===== config.mk =====
export PLATFORM = sky130hd
export DESIGN_NAME = pig_gating
export DESIGN_NICKNAME = d
export VERILOG_FILES = /design/src/logic/pig_pkg.sv /design/src/logic/pig_gating.sv
export VERILOG_INCLUDE_DIRS = /design/src /design/src/logic
export SDC_FILE = /design/constraint.sdc
export NUM_CORES = 1
export LEC_CHECK = 0
export BUFFER_PORTS_ARGS = -buffer_cell sky130_fd_sc_hd__buf_4
export CAP_MARGIN = 5
export CORE_AREA = 2 2 65 67
export DETAILED_ROUTE_END_ITERATION = 8
export DIE_AREA = 0 0 67 69
export PLACE_DENSITY = 0.77
export SLEW_MARGIN = 0
export SYNTH_ARGS = -nofsm -noshare
export SYNTH_HDL_FRONTEND = slang
export SYNTH_SLANG_ARGS = --single-unit

===== constraint.sdc =====
create_clock -name clk -period 2.4 [get_ports clk]
set_input_delay 0.48 -clock clk [delete_from_list [all_inputs] [get_ports clk]]
set_output_delay 0.48 -clock clk [all_outputs]
set_load 0.005 [all_outputs]

===== src/logic/pig_cfg.svh =====
`ifndef PIG_CFG_SVH
`define PIG_CFG_SVH
// =============================================
// Register offsets.
`define PIG_OFF_PORTA 2'h0
`define PIG_OFF_PORTB 2'h1
`define PIG_OFF_PORTC 2'h2
`define PIG_OFF_CONFIG 2'h3
// =============================================
// Mode control words.
`define PIG_CW_A_M1_IN 8'hb0
`define PIG_CW_B_M1_IN 8'h86
`define PIG_CW_A_M1_OUT 8'ha0
`define PIG_CW_B_M1_OUT 8'h84
`define PIG_CW_A_M2_OUT 8'hc0
`define PIG_CW_A_M2_IN 8'hd0
// =============================================
// Field positions.
`define PIG_CW_MODE_BIT 7
`define PIG_BSR_SET_BIT 0
`define PIG_BSR_SEL_LSB 1
`define PIG_BSR_SEL_MSB 3
`define PIG_PC_LINE0 0
`define PIG_PC_LINE2 2
`define PIG_PC_LINE3 3
`define PIG_PC_LINE4 4
`define PIG_PC_LINE5 5
`define PIG_PC_LINE6 6
`define PIG_PC_LINE7 7
// =============================================
// Reset values.
`define PIG_PORT_RESET 8'h00
`define PIG_PORTC_RESET 8'hff
`endif


===== src/logic/pig_pkg.sv =====
package pig_pkg;
   // Port A operating mode.
   typedef enum logic [2:0] {
      PIG_A_M0 = 3'b001,
      PIG_A_M1 = 3'b010,
      PIG_A_M2 = 3'b100
   } pig_amode_t;
   // Gate jumper position.
   typedef enum logic [1:0] {
      PIG_GATE_NC = 2'h0,
      PIG_GATE_L2 = 2'h1,
      PIG_GATE_L4 = 2'h2,
      PIG_GATE_L6 = 2'h3
   } pig_gate_t;
endpackage : pig_pkg


===== src/logic/pig_gating.sv =====
// Behaviour
// - One configuration write sets or clears any one port-C line, others kept.
// - Writes 0xB0 and 0x86 make port A or B mode-1 inputs.
// - Writes 0xA0 and 0x84 make port A or B mode-1 outputs.
// - Writes 0xC0 and 0xD0 put port A in mode 2 output or input.
// - Words 09/0D/05 set lines 4/6/2; 08/0C/04 clear them.
// - Enables: port A input line 4, port B line 2, port A output line 6.
// - Jumper selects line 2, 4 or 6 as gate; unconnected blocks all.
// - Requests pass only while the selected gate line is low.
// - Only certain gates are valid per mode combination.
// - In mode 0, high on line 3 or line 0 requests an interrupt.
// - Mode 2 request: input enable and input full, or output enable and output not full.
`include "pig_cfg.svh"
module pig_gating
   import pig_pkg::*;
(
   // Clock and reset.
   input wire logic clk,
   input wire logic rst_n,
   // Host register port.
   input wire logic [1:0] addr,
   input wire logic wrStb,
   input wire logic rdStb,
   input wire logic [7:0] wrData,
   output logic [7:0] rdData,
   // Port handshake status.
   input wire logic portaInputFull,
   input wire logic portaOutputFullN,
   input wire logic portbFull,
   input wire logic [1:0] extLines,
   // Jumper and pins.
   input wire pig_gate_t gateSelectJumper,
   output logic [7:0] portaOut,
   output logic [7:0] portbOut,
   output logic [7:0] portcOut,
   output logic gateValid,
   output logic hostIrq
);
   logic [7:0] portaData_r;
   logic [7:0] portbData_r;
   logic [7:0] portcData_r;
   logic [7:0] portcData_nxt;
   pig_amode_t portaMode_r;
   logic portaDirIn_r;
   logic portbM1_r;
   logic portbDirIn_r;
   logic hostIrq_r;
   logic gateValid_r;
   logic [7:0] rdData_r;

   // =============================================
   // Decode.
   // Write strobes per register.
   wire wrPortA = wrStb && addr == `PIG_OFF_PORTA;
   wire wrPortB = wrStb && addr == `PIG_OFF_PORTB;
   wire wrPortC = wrStb && addr == `PIG_OFF_PORTC;
   wire wrCfg = wrStb && addr == `PIG_OFF_CONFIG;
   // Mode words have the top bit set; bit set/reset words have it clear.
   wire isMode = wrCfg && wrData[`PIG_CW_MODE_BIT];
   wire isBsr = wrCfg && !wrData[`PIG_CW_MODE_BIT];
   wire [2:0] bsrLine = wrData[`PIG_BSR_SEL_MSB:`PIG_BSR_SEL_LSB];
   wire bsrVal = wrData[`PIG_BSR_SET_BIT];

   // Next port-C value: one line changes on a bit set/reset word.
   always_comb begin
      portcData_nxt = portcData_r;
      if (wrPortC) begin
         portcData_nxt = wrData;
      end else if (isBsr) begin
         portcData_nxt[bsrLine] = bsrVal;
      end
   end

   // =============================================
   // Interrupt logic.
   // Enables live on port-C lines.
   wire enAIn = portcData_r[`PIG_PC_LINE4];
   wire enAOut = portcData_r[`PIG_PC_LINE6];
   wire enB = portcData_r[`PIG_PC_LINE2];
   wire reqA1 = portaDirIn_r ? (enAIn && portaInputFull) : (enAOut && portaOutputFullN);
   wire reqA2 = (enAIn && portaInputFull) || (enAOut && portaOutputFullN);
   wire reqB1 = enB && portbFull;
   wire reqExt = (portaMode_r == PIG_A_M0 || !portbM1_r) && (|extLines);
   wire portReq = (portaMode_r == PIG_A_M1 && reqA1) || (portaMode_r == PIG_A_M2 && reqA2)
      || (portbM1_r && reqB1) || reqExt;
   // Selected gate line, high when the jumper is unconnected.
   wire gateLine = gateSelectJumper == PIG_GATE_L2 ? portcData_r[`PIG_PC_LINE2] :
      gateSelectJumper == PIG_GATE_L4 ? portcData_r[`PIG_PC_LINE4] :
      gateSelectJumper == PIG_GATE_L6 ? portcData_r[`PIG_PC_LINE6] : 1'b1;
   wire irqNxt = portReq && !gateLine && gateSelectJumper != PIG_GATE_NC;
   // Gate validity per mode combination.
   wire line2Used = portbM1_r;
   wire line4Used = (portaMode_r == PIG_A_M1 && portaDirIn_r) || portaMode_r == PIG_A_M2;
   wire line6Used = (portaMode_r == PIG_A_M1 && !portaDirIn_r) || portaMode_r == PIG_A_M2;
   wire anyIntMode = portaMode_r != PIG_A_M0 || portbM1_r;
   wire validNxt = gateSelectJumper == PIG_GATE_L2 ? !line2Used && anyIntMode :
      gateSelectJumper == PIG_GATE_L4 ? !line4Used && anyIntMode :
      gateSelectJumper == PIG_GATE_L6 ? !line6Used && anyIntMode : 1'b0;

   // Read mux.
   wire [7:0] rdNxt = addr == `PIG_OFF_PORTA ? portaData_r :
      addr == `PIG_OFF_PORTB ? portbData_r :
      addr == `PIG_OFF_PORTC ? portcData_r : 8'h00;

   // =============================================
   // Registers.
   // Data registers.
   always_ff @(posedge clk) begin
      if (!rst_n) begin
         portaData_r <= `PIG_PORT_RESET;
         portbData_r <= `PIG_PORT_RESET;
         portcData_r <= `PIG_PORTC_RESET;
      end else begin
         if (wrPortA) portaData_r <= wrData;
         if (wrPortB) portbData_r <= wrData;
         portcData_r <= portcData_nxt;
      end
   end

   // Mode registers from control words.
   always_ff @(posedge clk) begin
      if (!rst_n) begin
         portaMode_r <= PIG_A_M0;
         portaDirIn_r <= 1'b1;
         portbM1_r <= 1'b0;
         portbDirIn_r <= 1'b1;
      end else if (isMode) begin
         unique case (wrData)
            `PIG_CW_A_M1_IN: begin
               portaMode_r <= PIG_A_M1;
               portaDirIn_r <= 1'b1;
            end
            `PIG_CW_B_M1_IN: begin
               portbM1_r <= 1'b1;
               portbDirIn_r <= 1'b1;
            end
            `PIG_CW_A_M1_OUT: begin
               portaMode_r <= PIG_A_M1;
               portaDirIn_r <= 1'b0;
            end
            `PIG_CW_B_M1_OUT: begin
               portbM1_r <= 1'b1;
               portbDirIn_r <= 1'b0;
            end
            `PIG_CW_A_M2_OUT: begin
               portaMode_r <= PIG_A_M2;
               portaDirIn_r <= 1'b0;
            end
            `PIG_CW_A_M2_IN: begin
               portaMode_r <= PIG_A_M2;
               portaDirIn_r <= 1'b1;
            end
            default: begin // Any other mode word drops both ports to plain mode.
               portaMode_r <= PIG_A_M0;
               portbM1_r <= 1'b0;
            end
         endcase
      end
   end

   // Output registers.
   always_ff @(posedge clk) begin
      if (!rst_n) begin
         hostIrq_r <= 1'b0;
         gateValid_r <= 1'b0;
         rdData_r <= 8'h00;
      end else begin
         hostIrq_r <= irqNxt;
         gateValid_r <= validNxt;
         if (rdStb) rdData_r <= rdNxt;
      end
   end

   assign hostIrq = hostIrq_r;
   assign gateValid = gateValid_r;
   assign rdData = rdData_r;
   assign portaOut = portaData_r;
   assign portbOut = portbData_r;
   assign portcOut = portcData_r;

   // =============================================
   // Assertions.
   a_bsr_one_line: assert property (@(posedge clk) disable iff (!rst_n)
      isBsr |=> portcData_r == (($past(portcData_r) & ~(8'h01 << $past(bsrLine)))
         | (8'($past(bsrVal)) << $past(bsrLine))))
      else $error("Bit set/reset changed the wrong lines.");
   a_bsr_set4: assert property (@(posedge clk) disable iff (!rst_n)
      wrCfg && wrData == 8'h09 |=> portcData_r[`PIG_PC_LINE4])
      else $error("Word 09 did not set line 4.");
   a_mode_a_in: assert property (@(posedge clk) disable iff (!rst_n)
      wrCfg && wrData == `PIG_CW_A_M1_IN |=> portaMode_r == PIG_A_M1 && portaDirIn_r)
      else $error("Port A mode-1 input not taken.");
   a_mode_b_out: assert property (@(posedge clk) disable iff (!rst_n)
      wrCfg && wrData == `PIG_CW_B_M1_OUT |=> portbM1_r && !portbDirIn_r)
      else $error("Port B mode-1 output not taken.");
   a_mode_two: assert property (@(posedge clk) disable iff (!rst_n)
      wrCfg && wrData == `PIG_CW_A_M2_IN |=> portaMode_r == PIG_A_M2 && portaDirIn_r)
      else $error("Port A mode 2 input not taken.");
   a_gate_nc: assert property (@(posedge clk) disable iff (!rst_n)
      gateSelectJumper == PIG_GATE_NC |=> !hostIrq)
      else $error("Interrupt passed with jumper unconnected.");
   a_gate_high: assert property (@(posedge clk) disable iff (!rst_n)
      gateLine |=> !hostIrq)
      else $error("Interrupt passed with gate line high.");
   a_irq_follow: assert property (@(posedge clk) disable iff (!rst_n)
      portReq && !gateLine && gateSelectJumper != PIG_GATE_NC |=> hostIrq)
      else $error("Gated request did not reach the host.");
   a_ext_irq: assert property (@(posedge clk) disable iff (!rst_n)
      portaMode_r == PIG_A_M0 && (|extLines) && !gateLine
         && gateSelectJumper != PIG_GATE_NC |=> hostIrq)
      else $error("External line did not interrupt.");
   a_mode2_req: assert property (@(posedge clk) disable iff (!rst_n)
      portaMode_r == PIG_A_M2 && enAIn && portaInputFull |-> portReq)
      else $error("Mode 2 input request missing.");
   a_mode2_out: assert property (@(posedge clk) disable iff (!rst_n)
      portaMode_r == PIG_A_M2 && enAOut && portaOutputFullN |-> portReq)
      else $error("Mode 2 output request missing.");
   a_enable_b: assert property (@(posedge clk) disable iff (!rst_n)
      portbM1_r && enB && portbFull |-> portReq)
      else $error("Port B request missing with its enable set.");
   a_valid_nc: assert property (@(posedge clk) disable iff (!rst_n)
      gateSelectJumper == PIG_GATE_NC |=> !gateValid)
      else $error("Unconnected jumper reported as usable.");
   a_valid_m2b1: assert property (@(posedge clk) disable iff (!rst_n)
      portaMode_r == PIG_A_M2 && portbM1_r |=> !gateValid)
      else $error("Gate reported usable with port A mode 2 and port B mode 1.");
endmodule : pig_gating


==> flow_summary_export.csv <==
group,metric,value,unit
worst_setup_path,cp.required,2590,ps
die,core.rowCount,23,
grt,antenna_found_initial,0,
sta,rsz0062_at_grt,"no",
die,fp.dieH,69,um
logic_synthesis,syn_nets,242,
layout,drive_above_1_share,26.3,%
worst_setup_path,crit_chain,"buf_4 -> nor2b_1 -> nand2_4 -> mux2i_1 -> nor2b_1",
worst_setup_path,max_stage_delay,580,ps
clocking,clock_latency,290,ps
pwr,peakVddDrop,334,uV
drt,routed_wl,5.12,mm
die,start_util,52.4,%
die,io_pins,55,
worst_setup_path,cp_top_family,"simple AND/OR/NAND/NOR gates",
worst_setup_path,cp-start-kind,"primary input",
logic_synthesis,synth_cell_types,52,
run_status,status,"finished clean",
die,fp.dieArea,0.00462,sq mm
layout,num_antenna_cells,0,
logic_synthesis,synthArstFlopShare,0,%
clocking,tritoncts,"done",
die,die_w,67,um
place,place_congestion,0.845,
sta,clock_skew,5.11,ps
layout,fillers,340,
drt,drtPass1Iterations,4,
sta,fmax,0.651,GHz
clocking,cts.sinks,39,
layout,multi_input_area,0.00115,sq mm
worst_hold_path,min-delay-start,"rdData[5]",
sta,slew_headroom,55.4,%
sta,slew_viol_final,0,
job,cap_violations,0,
grt,grtUsageTotal,23.3,%
drt,ant_nets,0,
worst_setup_path,crit_fanout,18,
worst_setup_path,critPathLaunch,"addr[0]",
worst_setup_path,crit_arrival,1720,ps
sta,worst_pin_slew,667,ps
worst_setup_path,crit_path_frequent_cell,"nor2b_1",
worst_setup_path,slowest_stage,"nor2b_1",
logic_synthesis,synth_edf_count,0,
clocking,clockRootBuffer,"clkbuf_8",
place,io_buffers,54,
logic_synthesis,ys.flop_type,"dfxtp_1",
grt,grt_pass1_vias,1712,
die,core_area,0.00391,sq mm
clocking,cts_setup_buffers,0,
pwr,leakagePower,1.14,nW
worst_setup_path,cp_num_buf_inv,1,
drt,drt_iter0_drc,156,
logic_synthesis,seq_area_frac_synth,38.0,%
layout,ff_latch_area,781,sq um
drt,drc,0,
logic_synthesis,syn_area_per_cell,9.28,sq um
drt,vias,1815,
logic_synthesis,yosys_warnings,0,
layout,nets,286,
sta,tns,0,ps
sta,finalSetupViolCount,0,
grt,overflow,0,
layout,post-route-util,64.3,%
logic_synthesis,syn_area,0.00205,sq mm
sta,hold_violations,0,
grt,grt_max_degree,41,
clocking,ctsHtreeMaxLevel,2,
sta,final.period_utilization,64.0,%
worst_setup_path,crit_type,"in2reg",
clocking,path_clk_slew,70,ps
drt,avgViaCountPerCell,5.74,
logic_synthesis,ys_ff_latch,39,
grt,grt_pass1_wl,8.41,mm
worst_setup_path,worstSetupEndpointType,"flip-flop",
logic_synthesis,synthCells,221,
clocking,post_cts_resized,0,
place,hpwlAfterDp,3.57,mm
pwr,p_per_area,535,mW/mm^2
clocking,numCtsBuffers,5,
sta,fin_crit,1540,ps
worst_setup_path,crit-reg2reg-launch,"portcOut[6]",
drt,wl_per_cell,16.2,um
worst_hold_path,min_path_type,"reg2reg",
clocking,ctsHoldBuffers,0,
clocking,clk_path_buf_depth,2,
layout,area_growth,22.6,%
-- report_power, final --
group	internal (mW)	switching, mW
sequential	0.673	0.0213
combinational	0.110	0.111
clock	0.203	0.228
-- layer usage --
| layer | wire [um] | track usage (%) |
|---|---|---|
| met1 | 2350 | 32.6 |
| met4 | 49 | 6.80 |
| met2 | 2460 | 35.2 |
| met5 | 0 | 0 |
| met3 | 260 | 5.55 |
-- cells in the final DEF, fill, tap and decap left out, types with 2 or more instances in the layout --
| cell type | count |
|---|---|
| nor2_1 | 4 |
| buf_4 | 56 |
| clkbuf_8 | 5 |
| nor3b_1 | 3 |
| o211a_1 | 8 |
| or2_2 | 2 |
| a22oi_1 | 3 |
| a21oi_1 | 3 |
| nand3_1 | 8 |
| nor2b_1 | 21 |
| a41oi_1 | 2 |
| nand3b_1 | 2 |
| o21ai_1 | 2 |
| o22ai_1 | 2 |
| o21ai_0 | 4 |
| nand2_1 | 19 |
| nor3_1 | 3 |
| o221ai_1 | 2 |
| inv_1 | 4 |
| nand2b_1 | 6 |
| mux2i_1 | 28 |
| o211ai_1 | 9 |
| dfxtp_1 | 39 |
| nand4_1 | 2 |
-- worst paths after layout --
check                endpoint  slack [ps]  cells after the start
hold reg to reg     rdData[5]         480                      1
setup reg to reg      hostIrq        1220                      4
hold / removal      rdData[5]         480                      1
setup / recovery  portbOut[4]         860                      5
-- worst reg2reg max path, stage by stage (launching register included) --
cell      delay [ps]
dfxtp_1          380
a22oi_1          190
o22ai_1          110
a221oi_1         300
nor3b_1           80
-- registers in the layout (all words and copies together) (netlist names) --
| register | count |
|---|---|
| gateValid | 1 |
| hostIrq | 1 |
| line2Used | 1 |
| portaDirIn_r | 1 |
| portaMode_r | 3 |
| portaOut | 8 |
| portbOut | 8 |
| portcOut | 8 |
| rdData | 8 |
-- cell type report --
type / count / area share [%]
multi-input cells: 159 / 45.8
flip-flops and latches: 39 / 31.0
repair buffers: 56 / 16.7
clock buffers: 6 / 2.88
well taps: 50 / 2.49
inverters: 4 / 0.597
clock inverters: 2 / 0.497
-- synthesized netlist by cell type (all sizes together) (2+ instances only) --
cell type	instances	share of area [%]
dfxtp	39	38
mux2i	28	14
nor2b	21	6.4
nand2	20	4.0
buf	12	3.8
nand3	9	2.4
o211ai	9	3.3
o211a	8	3.9
clkbuf	7	1.3
nand2b	6	1.8
o21ai	6	1.5
inv	4	0.73
nor2	4	0.73
nor3	4	1.2
a21oi	3	0.73
a22oi	3	1.1
nor3b	3	1.1
a41oi	2	0.85
and4b	2	1.0
nand3b	2	0.73
nand4	2	0.61
nor4	2	1.3
o221ai	2	0.85
o22ai	2	0.61
or2	2	0.61
-- cells by family (layout without fill, tap and decap cells) --
family	Yosys count	after routing	share of synthesized area [%]
muxes	28	28	13.7
AOI/OAI and AO/OA	48	48	18.2
buffers and inverters	23	68	5.79
and+or+nand+nor	82	82	23.9
xor gates and xnor gates	1	1	0.427
DFF	39	39	38.0
-- through the flow --
step                      setup slack [ps]  instance area, sq um  hold slack (ps)  instances  power, mW
after detailed placement               555                  2430              468        308      0.929
after CTS                              864                  2520              486        316       1.36
after global placement                 647                  2430              465        308      0.926
final                                  865                  2520              485        316       1.35
after floorplan                        876                  2050              477        221      0.838
after global routing                   678                  2520              502        316       1.41
Power figures use the tool's default switching activity.
